==> config.mk <==
export PLATFORM = sky130hd
export DESIGN_NAME = rcr_top
export DESIGN_NICKNAME = d
export VERILOG_FILES = /design/src/design/rcr_pkg.sv /design/src/design/rcr_retry.sv /design/src/design/rcr_top.sv
export VERILOG_INCLUDE_DIRS = /design/src /design/src/design
export SDC_FILE = /design/constraint.sdc
export NUM_CORES = 1
export LEC_CHECK = 0
export BUFFER_PORTS_ARGS = -buffer_cell sky130_fd_sc_hd__clkbuf_2
export CAP_MARGIN = 30
export CELL_PAD_IN_SITES_DETAIL_PLACEMENT = 0
export CELL_PAD_IN_SITES_GLOBAL_PLACEMENT = 1
export CORE_MARGIN = 10
export CORE_UTILIZATION = 38
export CTS_CLUSTER_DIAMETER = 40
export DETAILED_ROUTE_END_ITERATION = 16
export PLACE_DENSITY = 0.87
export SYNTH_ARGS = -nofsm -noshare
export SYNTH_HDL_FRONTEND = slang
export SYNTH_SLANG_ARGS = --single-unit
==> constraint.sdc <==
create_clock -name i_clock -period 4.2 [get_ports i_clock]
set_clock_uncertainty 0.15 [all_clocks]
set_input_delay 0.84 -clock i_clock [delete_from_list [all_inputs] [get_ports i_clock]]
set_output_delay 0.84 -clock i_clock [all_outputs]
set_load 0.005 [all_outputs]
==> src/design/rcr_params.svh <==
// named constants for the radio channel and signal strength control block
// assumes a 100 MHz core clock and word-indexed 16-bit registers
`ifndef RCR_PARAMS_SVH
`define RCR_PARAMS_SVH

// register indices, byte address is four times the index
`define RCR_IDX_SYNTH      10'h003
`define RCR_IDX_STRENGTH   10'h006
`define RCR_IDX_CHAN_OP    10'h007
`define RCR_IDX_TX_POWER   10'h009
`define RCR_IDX_STR_CTL    10'h00B
`define RCR_IDX_RETRY_CNT  10'h023
`define RCR_IDX_RETRY_CFG  10'h029
`define RCR_IDX_STATUS     10'h030

// field positions
`define RCR_CH_MSB         6
`define RCR_RX_BIT         7
`define RCR_TX_BIT         8
`define RCR_STR_MSB        15
`define RCR_STR_LSB        10
`define RCR_LOCK_BIT       12
`define RCR_STR_OFF_BIT    9
`define RCR_CNT_MSB        11
`define RCR_CNT_LSB        8
`define RCR_RETRY_EN_BIT   11
`define RCR_SYNC_BIT       7

// reset values
`define RCR_RST_CHAN_OP    16'h0000
`define RCR_RST_TX_POWER   16'h1820
`define RCR_RST_STR_CTL    16'h0008
`define RCR_RST_RETRY_CNT  16'h0000
`define RCR_RST_RETRY_CFG  16'h0000

// arithmetic and timing
`define RCR_BASE_MHZ       12'h962
`define RCR_SHORT_PKT_MAX  8'h3F
`define RCR_CLK_NS         10
`define RCR_SETTLE_NS      150000

`endif

==> src/design/rcr_pkg.sv <==
// types shared by the channel control block and its retry counter
// assumes rcr_params.svh holds all numeric constants
package rcr_pkg;

    // radio operating mode
    typedef enum logic [1:0] {
        RCR_IDLE,
        RCR_RX,
        RCR_TX
    } rcr_mode_t;

    // complete state of the control block
    typedef struct packed {
        rcr_mode_t   mode;
        logic [8:0]  chan_op;
        logic [6:0]  tune_ch;
        logic [11:0] carrier;
        logic [15:0] tx_power;
        logic [15:0] str_ctl;
        logic [15:0] retry_cnt;
        logic [15:0] retry_cfg;
        logic [5:0]  strength;
        logic [15:0] lock_cnt;
        logic        locked;
        logic        sync_seen;
        logic        pkt_flag;
        logic        fifo_pin;
        logic        dp_valid;
        logic        dp_write;
        logic [9:0]  dp_idx;
        logic [31:0] rdata;
    } rcr_state_t;

    // state of the retry counter
    typedef struct packed {
        logic [3:0] tries;
        logic       retry;
        logic       give_up;
    } rcr_retry_t;

endpackage

==> src/design/rcr_retry.sv <==
// automatic retry counter for unacknowledged transmit packets
// assumes start, done and ack are one-cycle pulses, start from a transmit start write, done and ack from the framer
`timescale 1ns/100ps

module rcr_retry (
    // clock and reset
    input  wire logic       i_clock,
    input  wire logic       i_rst_n,
    // configuration
    input  wire logic       i_enable,
    input  wire logic [3:0] i_max_tries,
    // framer events
    input  wire logic       i_start,
    input  wire logic       i_tx_done,
    input  wire logic       i_ack_ok,
    // results
    output logic            o_retry,
    output logic            o_give_up,
    output logic [3:0]      o_tries
);
    import rcr_pkg::*;

    rcr_retry_t s;
    rcr_retry_t n;

    // a packet with no ack is resent until the count runs out
    always_comb begin
        n = s;
        n.retry = 1'b0;
        n.give_up = 1'b0;
        if (i_start) begin
            n.tries = 4'h0;
        end else if (i_tx_done && !i_ack_ok) begin
            if (i_enable && (s.tries < i_max_tries)) begin
                n.tries = s.tries + 4'h1;
                n.retry = 1'b1;
            end else begin
                n.give_up = 1'b1;
            end
        end
    end

    // state register
    always_ff @(posedge i_clock or negedge i_rst_n) begin
        if (!i_rst_n) begin
            s <= '0;
        end else begin
            s <= n;
        end
    end

    assign o_retry   = s.retry;
    assign o_give_up = s.give_up;
    assign o_tries   = s.tries;

endmodule

==> src/design/rcr_top.sv <==
// channel, operation and signal strength control of a 2.4 GHz radio
// assumes an AHB-Lite master, one 100 MHz clock, framer events as pulses
//
// Behaviour
// channel number is bits 6 to 0 of the channel register
// bit 7 starts receive, bit 8 starts transmit
// carrier in MHz equals 2402 plus channel number
// channel captured when a start bit is written, held all operation
// host goes through idle between transmit and receive
// writing with bits 8 and 7 clear enters idle
// a new channel may be taken at any time without idle
// six-bit strength in register 6 bits 15 to 10
// host reads strength only after receive on and synth settled
// synth locked flag at register 3 bit 12
// sync seen flag at register 48 bit 7
// strength follows any energy, sync or not
// register 11 bit 9 set disables strength circuit, clear enables
// host freezes strength, reads it, then re-enables it
// host selects transmit power through register 9
// packet pin driven on reception, also readable in register 48
// unacknowledged packet retried up to count when enabled
// reset pulse returns every register to default
// fifo pin matters only for packets longer than 63 bytes
// packet flag set on sync, held until first byte read
// host keeps channel numbers in 0 to 78
`timescale 1ns/100ps
`include "rcr_params.svh"

module rcr_top #(
    parameter int unsigned P_SETTLE_CYCLES =
        (`RCR_SETTLE_NS + `RCR_CLK_NS - 1) / `RCR_CLK_NS
) (
    // clock and reset
    input  wire logic              i_clock,
    input  wire logic              i_rst_n,
    // ahb-lite slave
    input  wire logic              i_hsel,
    input  wire logic [31:0]       i_haddr,
    input  wire logic [1:0]        i_htrans,
    input  wire logic              i_hwrite,
    input  wire logic [2:0]        i_hsize,
    input  wire logic [31:0]       i_hwdata,
    input  wire logic              i_hready,
    output logic [31:0]            o_hrdata,
    output logic                   o_hreadyout,
    output logic                   o_hresp,
    // receiver front end
    input  wire logic [5:0]        i_signal_strength,
    input  wire logic              i_sync_detect,
    input  wire logic              i_fifo_first_read,
    input  wire logic [7:0]        i_packet_length,
    input  wire logic              i_fifo_threshold_hit,
    // transmit framer
    input  wire logic              i_tx_done,
    input  wire logic              i_ack_ok,
    // radio control
    output rcr_pkg::rcr_mode_t     o_radio_mode,
    output logic [11:0]            o_carrier_mhz,
    output logic [15:0]            o_tx_power_code,
    output logic                   o_strength_enable,
    output logic                   o_tx_start,
    // packet pins
    output logic                   o_packet_indication_pin,
    output logic                   o_fifo_pin,
    // retry results
    output logic                   o_retry_request,
    output logic                   o_tx_give_up
);
    import rcr_pkg::*;

    rcr_state_t  s;
    rcr_state_t  n;
    logic        rst_meta_n;
    logic        rst_sync_n;
    logic        tune_start;
    logic        tx_start;
    logic        addr_phase;
    logic [15:0] wd;

    // word index from a byte address, upper bits beyond the map ignored
    function automatic logic [9:0] word_index(input logic [31:0] addr);
        word_index = addr[11:2];
    endfunction

    // read image of one register, unmapped words read as zero
    function automatic logic [31:0] read_word(input rcr_state_t st,
                                              input logic [9:0] idx);
        logic [15:0] v;
        v = 16'h0000;
        if (idx == `RCR_IDX_SYNTH) begin
            v[`RCR_LOCK_BIT] = st.locked;
        end else if (idx == `RCR_IDX_STRENGTH) begin
            v[`RCR_STR_MSB:`RCR_STR_LSB] = st.strength;
        end else if (idx == `RCR_IDX_CHAN_OP) begin
            v[8:0] = st.chan_op;
        end else if (idx == `RCR_IDX_TX_POWER) begin
            v = st.tx_power;
        end else if (idx == `RCR_IDX_STR_CTL) begin
            v = st.str_ctl;
        end else if (idx == `RCR_IDX_RETRY_CNT) begin
            v = st.retry_cnt;
        end else if (idx == `RCR_IDX_RETRY_CFG) begin
            v = st.retry_cfg;
        end else if (idx == `RCR_IDX_STATUS) begin
            v[`RCR_SYNC_BIT] = st.sync_seen;
        end else begin
            v = 16'h0000;
        end
        read_word = {16'h0000, v};
    endfunction

    // reset released through two flops so release is clean
    always_ff @(posedge i_clock or negedge i_rst_n) begin
        if (!i_rst_n) begin
            rst_meta_n <= 1'b0;
            rst_sync_n <= 1'b0;
        end else begin
            rst_meta_n <= 1'b1;
            rst_sync_n <= rst_meta_n;
        end
    end

    // next state of the whole block
    always_comb begin
        n = s;
        tune_start = 1'b0;
        tx_start = 1'b0;
        wd = i_hwdata[15:0];
        addr_phase = i_hsel && i_htrans[1] && i_hready;

        // data phase of a write, registers hold the low 16 bits
        if (s.dp_valid && s.dp_write) begin
            if (s.dp_idx == `RCR_IDX_CHAN_OP) begin
                n.chan_op = wd[8:0];
                if (wd[`RCR_TX_BIT] || wd[`RCR_RX_BIT]) begin
                    // any start write retunes, even mid operation
                    n.tune_ch = wd[`RCR_CH_MSB:0];
                    tune_start = 1'b1;
                    if (wd[`RCR_TX_BIT]) begin
                        n.mode = RCR_TX;
                        tx_start = 1'b1;
                    end else begin
                        n.mode = RCR_RX;
                    end
                end else begin
                    n.mode = RCR_IDLE;
                end
            end else if (s.dp_idx == `RCR_IDX_TX_POWER) begin
                n.tx_power = wd;
            end else if (s.dp_idx == `RCR_IDX_STR_CTL) begin
                n.str_ctl = wd;
            end else if (s.dp_idx == `RCR_IDX_RETRY_CNT) begin
                n.retry_cnt = wd;
            end else if (s.dp_idx == `RCR_IDX_RETRY_CFG) begin
                n.retry_cfg = wd;
            end
        end

        // carrier follows the captured channel only
        n.carrier = `RCR_BASE_MHZ + {5'h00, n.tune_ch};

        // synthesizer settle model, restarted on every retune
        if (tune_start) begin
            n.lock_cnt = 16'h0000;
            n.locked = 1'b0;
        end else if (s.mode == RCR_IDLE) begin
            n.lock_cnt = 16'h0000;
            n.locked = 1'b0;
        end else if (!s.locked) begin
            if (s.lock_cnt >= 16'(P_SETTLE_CYCLES - 1)) begin
                n.locked = 1'b1;
            end else begin
                n.lock_cnt = s.lock_cnt + 16'h0001;
            end
        end

        // strength tracks any energy while enabled, frozen otherwise
        if (s.mode == RCR_RX && !s.str_ctl[`RCR_STR_OFF_BIT]) begin
            n.strength = i_signal_strength;
        end

        // packet flag: clears on a new start or first byte, set wins
        if (tune_start) begin
            n.sync_seen = 1'b0;
            n.pkt_flag = 1'b0;
        end
        if (i_fifo_first_read) begin
            n.pkt_flag = 1'b0;
        end
        if (s.mode == RCR_RX && i_sync_detect) begin
            n.pkt_flag = 1'b1;
            n.sync_seen = 1'b1;
        end

        // short packets never need the fifo pin
        n.fifo_pin = i_fifo_threshold_hit &&
                     (i_packet_length > `RCR_SHORT_PKT_MAX);

        // address phase capture, zero wait states
        n.dp_valid = addr_phase;
        n.dp_write = i_hwrite;
        n.dp_idx = word_index(i_haddr);
        if (addr_phase && !i_hwrite) begin
            // read from next state so a write just before is seen
            n.rdata = read_word(n, word_index(i_haddr));
        end
    end

    // state register, every field back to default on reset
    always_ff @(posedge i_clock or negedge rst_sync_n) begin
        if (!rst_sync_n) begin
            s <= '0;
            s.mode <= RCR_IDLE;
            s.chan_op <= 9'(`RCR_RST_CHAN_OP);  // register keeps bits 8:0
            s.carrier <= `RCR_BASE_MHZ;
            s.tx_power <= `RCR_RST_TX_POWER;
            s.str_ctl <= `RCR_RST_STR_CTL;
            s.retry_cnt <= `RCR_RST_RETRY_CNT;
            s.retry_cfg <= `RCR_RST_RETRY_CFG;
        end else begin
            s <= n;
        end
    end

    // retry counter for the transmit side
    rcr_retry u_retry (
        .i_clock     (i_clock),
        .i_rst_n     (rst_sync_n),
        .i_enable    (s.retry_cfg[`RCR_RETRY_EN_BIT]),
        .i_max_tries (s.retry_cnt[`RCR_CNT_MSB:`RCR_CNT_LSB]),
        .i_start     (tx_start),
        .i_tx_done   (i_tx_done && (s.mode == RCR_TX)),
        .i_ack_ok    (i_ack_ok),
        .o_retry     (o_retry_request),
        .o_give_up   (o_tx_give_up),
        .o_tries     ()
    );

    // bus answers: always ready, always okay
    assign o_hrdata    = s.rdata;
    assign o_hreadyout = 1'b1;
    assign o_hresp     = 1'b0;

    // radio control outputs
    assign o_radio_mode      = s.mode;
    assign o_carrier_mhz     = s.carrier;
    assign o_tx_power_code   = s.tx_power;
    assign o_strength_enable = (s.mode == RCR_RX) &&
                               !s.str_ctl[`RCR_STR_OFF_BIT];
    assign o_tx_start        = tx_start;

    // packet pins straight from flops
    assign o_packet_indication_pin = s.pkt_flag;
    assign o_fifo_pin              = s.fifo_pin;

endmodule

; ---- Word-level counts from Yosys, hierarchy flattened
; Index checks and enable logic that the tools add are counted.
; Widths: inputs -> output; s select.
[totals]
latch_bits = 0
ram_bits = 0
rom_bits = 0
n_memories = 0
input_bits = 93
out_inout_bits = 70
word_cells = 114
ff_bits = 156
[classes]
multipliers = 0
muxes = 47
n_lt_le_gt_ge = 3
eq_ne = 17
add_sub_neg = 3
n_reduce_logical = 21
n_shift = 0
n_div = 0
bitwise_logic = 0
[op_table]
columns = op, n
row1 = $mux 16, 12
row2 = $mux 64, 2
row3 = $mux 17, 3
row4 = $eq 10x6->1 const B, 5
row5 = $mux 48, 1
row6 = $eq 10x4->1 const B, 4
row7 = $mux 32, 1
row8 = $eq 10x3->1 const B, 3
row9 = $mux 6, 3
row10 = $add 16x1->16 const B, 1
row11 = $ge 16x14->1 const B, 1
row12 = $mux 7, 2
row13 = $add 12x7->12 const A, 1
row14 = $mux 1, 12
row15 = $mux 12, 1
row16 = $eq 10x2->1 const B, 1
row17 = $logic_and 1x1->1, 10
row18 = $mux 10, 1
row19 = $mux 2, 5
row20 = $mux 9, 1
row21 = $gt 8x6->1 const B, 1
row22 = $reduce_and 2->1, 3
row23 = $mux 5, 1
row24 = $add 4x1->4 const B, 1
row25 = 12 further kinds, 15

; ---- Logic depth before layout (Yosys ltp)
; Gate-level depths: netlist of the first run.
[logic_depth]
depth_word = 15
ltp_mapped = 9
ltp_nobuf = 7

; ---- Cells and area by module
; From an unflattened synthesis of the first run, not the netlist that was laid out.
[unflattened]
hier_cells = 662
area_unflattened_um2 = 7402.1
[modules_own_cells]
columns = mod, instances, area_per_inst_um2, seq_area_each_um2, cells_per_inst
row1 = rcr_top, 1, 7025.5, 3637.2, 625
row2 = rcr_retry, 1, 376.6, 150.1, 37

; ---- Worst setup path after synthesis of the first run
; Ideal clock, no wire load.
[synth_timing]
path_type = in2reg
startpoint = in i_haddr[11]
endpoint = reg s (netlist bit o_hrdata[6])
path_slack_ps = 1405
t_arrival_ps = 2553
n_path_buf = 1
required_ps = 3958
cell_stages = 7
setup_time_ps = 92
path_cell_list = or4_4 -> nor3_4 -> nand4b_2 -> buf_6 -> o221a_1 -> o21a_1 -> o31ai_2
[synth_via]
elab_chain_len = 8
word_cells_on_any_way = 14
classes_between = 7 x eq/ne / 7 x mux
[synth_lines]
columns = item, line_no
row1 = from (decl), rcr_top.sv:38  ; input wire logic [31:0] i_haddr,
row2 = $eq 10x6->1 (no line), -
row3 = $mux 16, rcr_top.sv:102  ; end else if (idx == `RCR_IDX_RETRY_CFG) begin
row4 = $mux 16, rcr_top.sv:100  ; end else if (idx == `RCR_IDX_RETRY_CNT) begin
row5 = $mux 16, rcr_top.sv:98  ; end else if (idx == `RCR_IDX_STR_CTL) begin
row6 = $mux 16, rcr_top.sv:96  ; end else if (idx == `RCR_IDX_TX_POWER) begin
row7 = $mux 9, rcr_top.sv:94  ; end else if (idx == `RCR_IDX_CHAN_OP) begin
row8 = $mux 10, rcr_top.sv:92  ; end else if (idx == `RCR_IDX_STRENGTH) begin
row9 = $mux 12 *, rcr_top.sv:90  ; if (idx == `RCR_IDX_SYNTH) begin
row10 = to (signal assigned), rcr_top.sv:221  ; s <= n;
row11 = to (decl), rcr_top.sv:71  ; rcr_state_t s;
; Mark *: on every way between the ends. The rest lies on a longest branch, timed or not.
; A chain may end at the register's enable or synchronous reset.

; ---- Worst setup path in the final report of the first run
[layout_timing]
startpoint = in i_haddr[11]
endpoint = reg s (netlist bit o_hrdata[5])
; Same word-level chain as after synthesis.

==> metrics.txt, run 1 <==
setup_tns=0 ps; EDFF count, synth=0; FFs w/ async S/R, synth=100.0%; TritonCTS clock tree=built; Syn Inst Count=661; largest family of logic cells by synthesized area=simple AND/OR/NAND/NOR gates; die area=25320 um2; Synth Area in Adders=1.021%; sequential share of the synthesized area=51.50%; mux cell area share after synthesis=11.50%; Core Region=18890 um2; Slew headroom=39.68%; global routing usage on met2=22.22%; number of hold-slack violations in the final timing report=0; share of layout cells above drive strength 1=29.04%; global-route met1 utilization=18.01%; XOR/XNOR share of the synthesized area=2.144%; outcome=completed; Inserted Clock Buffers=17; Initial Utilization=38.93%; Startpoint Class=input port; ys flop type=dfrtp_1; Final period util=73.35%; Die Ht=159.1 um; top post-synthesis cells by area=dfrtp_1, buf_4, mux2_2, mux2i_1, dfstp_2; Slew Viols, Final=0; RD Place Congestion=0.8187; leading area contributor after synthesis=dfrtp_1; met3 Track Usage GR=4.570%; Hold Crit Class=in2async; synthesized area=7355 um2; min Tclk post-route=3081 ps; clock sink count=151; Yosys top cell area share=49.00%; post-placement cell count=958; clk root buf=clkbuf_16; diodes inserted=0; #FFs+latches synth=151; fin cells=990; average size of a mapped cell=11.13 um2; Chip Width=159.1 um; Worst-Margin Slew=902.2 ps; Worst Path Required=4370 ps; YS warnings=0; DRC violation count after routing=0; Worst Setup End Kind=register; vias per cell=5.024; Max Cap Viol=0; number of fill cells in the layout=1809; DRT Pass-1 Iters=4; HPWL Detailed=12500 um; I/O Pins=163; Layout area overhead=12.54%; Final ANT Viol Nets=0; Largest stage delay, worst path=580 ps; Clk Latency, worst-skew pair=430 ps; CP Cell Sequence=clkbuf_2, or4_4, nor3_4, nand4b_2, o221a_2, o21a_1, o31ai_1; RSZ-0062 raised after global routing=false; worst path bufs/invs=1; worst-path maximum fanout=16; drt wl/cell=18.12 um; num rows=50; DRT Wirelength=17940 um; vias in the first global route=5258; nets=816; first-pass GRT wire length=28920 um; deepest clock path buffer count=2; # setup viols final=0; routed via count=4974; Pleak=3.971 nW; Total Routing Usage GR=14.26%; initial antenna violation count=0; post-layout util=43.81%; htree depth=4; post-cts resize count=0; Synth Area in Simple Gates=13.56%; Post-CTS Hold Buffers=0; Peak supply drop=0.1944 mV; Synth Area in Compound Gates=9.408%; Setup CP Type=in2reg; largest net degree at the start of global routing=65; Most Crowded Layer GR=met2; slowest CP cell=or4_4; Reg clk slew, reported paths=60 ps; Yosys cell types=64; DRT iter0 DRCs=406; Port Buffers=92; PwrDens=414.0 nW/um2; Hold Slack=37.86 ps; Largest delay share family, worst path=simple AND/OR/NAND/NOR gates; GRT overflow=0; Worst EP arrival=3250 ps; Post-CTS Setup Bufs=0; Peak Freq=324.6 MHz
-- state kept, by name, summed over array words and instances, names as in the netlist, 2 cells and up --
register / count
o_radio_mode: 2
u_retry.o_tries: 4
o_hrdata: 16
o_tx_power_code: 16
s: 100
o_carrier_mhz: 7
-- cell type report --
cell class,instances,area [um2],share of cell area [%]
well taps,260,325.3,3.930
multi-input cells,397,2859,34.54
clock inverters,11,123.9,1.497
inverters,45,168.9,2.041
flip-flops and latches,151,3791,45.81
clock buffers,21,450.4,5.442
repair buffers,105,558.0,6.742
-- stage by stage --
step,power (mW),area (um2),worst slack [ps]
4_1_cts,3.459,8277,1154
6_report,3.427,8277,1119
5_1_grt,3.575,8277,960.3
3_5_place_dp,1.958,7702,767.8
2_1_floorplan,1.876,7435,1405
3_3_place_gp,1.945,7702,768.2
-- synth_stat cells, types with 4 or more instances --
library cell,count
nor2b_1,7
a21o_1,4
xnor2_1,15
a21oi_1,16
a211oi_1,4
ha_1,6
nand2b_1,8
nor3_1,12
o221ai_1,6
nand2_1,42
mux2_2,43
and4_1,6
nand4_1,6
inv_1,45
dfrtp_1,144
nor2_1,32
and3_1,4
o21a_1,11
buf_4,70
o221a_2,6
o31ai_1,6
mux2i_1,35
clkbuf_1,13
a32oi_1,5
dfstp_2,7
o21ai_0,22
nand3_1,24
-- per-layer routing --
metal	share of wire, %	up-vias
met1	45	2467
met4	2.1	0
li1	-	2325
met2	47	149
met5	0	-
met3	6.3	33
-- power by group --
group	internal, mW	leakage [nW]	total [mW]	switching, mW
registers	1.55	1.85	1.63	0.0816
logic	0.134	1.85	0.297	0.162
clock network	0.891	0.274	1.50	0.605
-- path summary, 6_finish.rpt --
| check | start | endpoint | slack (ps) | cells past startpoint |
|---|---|---|---|---|
| setup / recovery | i_haddr[11] | o_hrdata[5]$_DFFE_PN0P_ | 1120 | 7 |
| setup reg to reg | s[36]$_DFF_PN0_ | o_hrdata[5]$_DFFE_PN0P_ | 1250 | 6 |
| max in group asynchronous | rst_sync_n$_DFF_PN0_ | o_hrdata[12]$_DFFE_PN0P_ | 2700 | 1 |
| min in group i_clock | rst_meta_n$_DFF_PN0_ | rst_sync_n$_DFF_PN0_ | 200 | 0 |
| hold / removal | i_rst_n | rst_sync_n$_DFF_PN0_ | 40 | 1 |
| hold reg to reg | rst_meta_n$_DFF_PN0_ | rst_sync_n$_DFF_PN0_ | 200 | 0 |
-- layout by cell type, fill, tap and decap left out, types with 3 or more instances in the layout --
| cell | n |
|---|---|
| a21oi_1 | 16 |
| o22ai_1 | 3 |
| a211oi_1 | 4 |
| inv_1 | 45 |
| clkbuf_2 | 92 |
| nor4b_1 | 3 |
| nor3_1 | 11 |
| and4_1 | 6 |
| nand2b_1 | 8 |
| xor2_1 | 3 |
| mux2i_1 | 35 |
| dfstp_2 | 7 |
| o221a_2 | 6 |
| nand3_1 | 24 |
| nand2_1 | 42 |
| nand4_1 | 6 |
| o21ai_1 | 3 |
| nor4_1 | 3 |
| o21a_1 | 11 |
| conb_1 | 23 |
| a21o_1 | 4 |
| clkbuf_16 | 17 |
| clkbuf_1 | 3 |
| buf_4 | 13 |
| o221ai_1 | 6 |
| dfrtp_1 | 143 |
| clkinv_2 | 3 |
| clkinvlp_4 | 3 |
| nor2b_1 | 7 |
| ha_1 | 6 |
| o31ai_1 | 6 |
| a32oi_1 | 5 |
| xnor2_1 | 15 |
| o21ai_0 | 22 |
| and3_1 | 4 |
| nor2_1 | 32 |
| mux2_2 | 43 |
-- kinds of logic after synthesis --
family | Yosys count
other | 2
multiplexers | 79
AO/OA/AOI/OAI | 97
adder cells (fa/ha/maj) | 6
buffers and inverters | 134
flip-flops | 151
XOR/XNOR | 18
AND/OR/NAND/NOR | 174
Note: power is estimated with default switching activity, not from simulation.
==> run 2: changes to the inputs <==
==> constraint.sdc (replaced) <==
create_clock -name i_clock -period 2.75 [get_ports i_clock]
set_clock_uncertainty 0.15 [all_clocks]
set_input_delay 0.55 -clock i_clock [delete_from_list [all_inputs] [get_ports i_clock]]
set_output_delay 0.55 -clock i_clock [all_outputs]
set_load 0.005 [all_outputs]
==> run 2 against run 1 <==
Net effect: clock power up 68%; sequential power rose by 52%; non-clock buffer count grew 32; utilization increased by 1.8 points; critical path type is now reg2reg; critical endpoint is now o_carrier_mhz[7]$_DFF_PN0_; largest power group is now clock.
==> metrics.txt, run 2 (synthesized netlist as in run 1, its figures left out) <==
share of layout cells above drive strength 1=31.76% (was 29.04%); Worst R2R Path Depth=7 (was 6); Die Ht=159.1 um (unchanged); FF-to-FF Start=s[37]$_DFF_PN0_ (was s[36]$_DFF_PN0_); Hold Crit Class=in2reg (was in2async); Worst Path Required=2890 ps (was 4370 ps); worst path bufs/invs=1 (unchanged); Top Metal Used=met4 (unchanged); htree depth=4 (unchanged); Peak Freq=397.6 MHz; num rows=50 (unchanged); Worst Hold Path Cells=1; commonest non-fill, non-tap cell in the layout=dfrtp_1 (unchanged); Final period util=91.45%; Largest stage delay, worst path=570 ps (was 580 ps); I/O Pins=163 (unchanged); Max Cap Viol=0 (unchanged); nets=848 (was 816); Clk Latency, worst-skew pair=420 ps (was 430 ps); TritonCTS clock tree=built (unchanged); Setup CP Type=reg2reg (was in2reg); setup_tns=0 ps (unchanged); Worst EP arrival=2660 ps (was 3250 ps); DRT iter0 DRCs=300 (was 406); die area=25320 um2 (unchanged); clock sink count=151 (unchanged); post-placement cell count=989 (was 958); Reg area=3791 um2 (unchanged); Largest register FFs=100 (unchanged); metal3 WL=1136 um (unchanged); CP Cell Sequence=or4_4, nor4_4, buf_4, mux2_2, ha_1, nand2_1, nand3_1 (was clkbuf_2, or4_4, nor3_4, nand4b_2, o221a_2, o21a_1, o31ai_1); RSZ-0062 raised after global routing=false (unchanged); Initial Utilization=38.93% (unchanged); Largest Register=s (unchanged); r2r setup slk=240 ps (was 1250 ps); area of the multi-input gates=2859 um2 (unchanged); GRT overflow=0 (unchanged); # setup viols final=0 (unchanged); routed via count=5099 (was 4974); r2r endpoint=o_carrier_mhz[7]$_DFF_PN0_ (was o_hrdata[5]$_DFFE_PN0P_); Peak supply drop=0.3545 mV (was 0.1944 mV); Largest delay share family, worst path=simple AND/OR/NAND/NOR gates (unchanged); Final ANT Viol Nets=0 (unchanged); HPWL Detailed=12950 um (was 12500 um); DRT Wirelength=17670 um (was 17940 um); first-pass GRT wire length=28380 um (was 28920 um); DRC violation count after routing=0 (unchanged); deepest clock path buffer count=2 (unchanged); Worst-Margin Slew=619.2 ps (was 902.2 ps); drt wl/cell=17.29 um (was 18.12 um); Hold EP=s[38]$_DFF_PN0_; setup ws final=235.1 ps (was 1119 ps); hold_sp=i_haddr[8]; vias per cell=4.989 (was 5.024); worst-path maximum fanout=7 (was 16); Core Region=18890 um2 (unchanged); routed metal-1 wire length=7720 um (was 7992 um); DP Worst Slack=48.85 ps (was 767.8 ps); commonest non-fill, non-tap cells in the layout=dfrtp_1, clkbuf_2, inv_1, mux2_2, nand2_1 (unchanged); Slew headroom=58.14% (was 39.68%); post-cts resize count=0 (unchanged); vias in the first global route=5238 (was 5258); RD Place Congestion=0.7908 (was 0.8187); PwrDens=635.5 nW/um2 (was 414.0 nW/um2); Slew Viols, Final=0 (unchanged); Total Routing Usage GR=13.96% (was 14.26%); Pleak=4.170 nW (was 3.971 nW); largest net degree at the start of global routing=86 (was 65); DR WL met2=8506 um (was 8438 um); Startpoint Class=register (was input port); Worst Setup End Kind=register (unchanged); initial antenna violation count=0 (unchanged); slowest CP cell=or4_4 (unchanged); Reg clk slew, reported paths=60 ps (about the same); number of fill cells in the layout=1798 (was 1809); Layout area overhead=17.23% (was 12.54%); Port Buffers=92 (unchanged); DRT Pass-1 Iters=4 (unchanged); number of hold-slack violations in the final timing report=0 (unchanged); fin cells=1022 (was 990); clk root buf=clkbuf_16 (unchanged); outcome=completed (unchanged); min Tclk post-route=2515 ps; diodes inserted=0 (unchanged); Chip Width=159.1 um (unchanged); Inserted Clock Buffers=17 (unchanged)
run 2: cell count changes in the layout (fill, tap and decap cells not counted), sizes merged:
cell,change
dlygate4sd3,+1
inv,-1
bufinv,+3
buf,+31
clkinv,+1
clkinvlp,-3
run 2: layer usage:
layer / vias up / track usage (%)
met4: 0 / 4.760
met5: - / 0
met2: 124 / 22.33
met3: 23 / 4.441
met1: 2553 / 17.43
li1: 2399 / -
run 2: worst max-delay path by stage:
stage	end	startpoint	slack, ps	cells after the start
floorplan	o_carrier_mhz[2]$_DFF_PN0_	rst_sync_n$_DFF_PN0_	100	0
finish	o_carrier_mhz[7]$_DFF_PN0_	s[37]$_DFF_PN0_	240	7
global route	o_carrier_mhz[7]$_DFF_PN0_	s[37]$_DFF_PN0_	110	7
global placement	o_hrdata[1]$_DFFE_PN0P_	i_haddr[11]	100	8
detailed placement	o_hrdata[4]$_DFFE_PN0P_	i_haddr[11]	50	8
CTS	o_carrier_mhz[7]$_DFF_PN0_	s[37]$_DFF_PN0_	210	7
run 2: layout make-up:
class	instances	area share, %
clock buffers	21	5.108
clock inverters	11	2.307
inverters	45	1.959
multi-input cells	397	33.16
flip-flops and latches	151	43.97
well taps	260	3.773
repair buffers	137	9.723
run 2: stage by stage:
stage / util, % / hold slack, ps / total power, mW / area (um2)
after floorplan: - / 104.4 / 2.866 / 7435
after global placement: 42.20 / 184.9 / 2.985 / 7973
after detailed placement: 42.20 / 188.9 / 3.004 / 7973
after CTS: 45.64 / 102.4 / 5.535 / 8622
after global routing: 45.64 / 103.6 / 5.727 / 8622
final: 45.64 / 117.4 / 5.480 / 8622
run 2: where the power goes:
group	total, mW	leakage, nW	switching (mW)	internal, mW
clock	2.52	0.310	0.901	1.62
sequential	2.48	1.85	0.113	2.37
combinational	0.477	2.01	0.263	0.215
total	5.48	4.17	1.28	4.20
run 2: worst register-to-register path, delay by kind of cell, from the launching register on:
family                   cells  cell delay, ps
AND/OR/NAND/NOR              4            1030
flip-flops                   1             400
multiplexers                 1             370
adder cells (fa/ha/maj)      1             230
buffers and inverters        1             210
run 2: repair_timing:
item / in CTS / in global routing
endpoints found under the setup margin: 0 / 0
hold buffers: 1 / 0
setup buffers: 0 / 0
endpoints found under the hold margin: 2 / 0
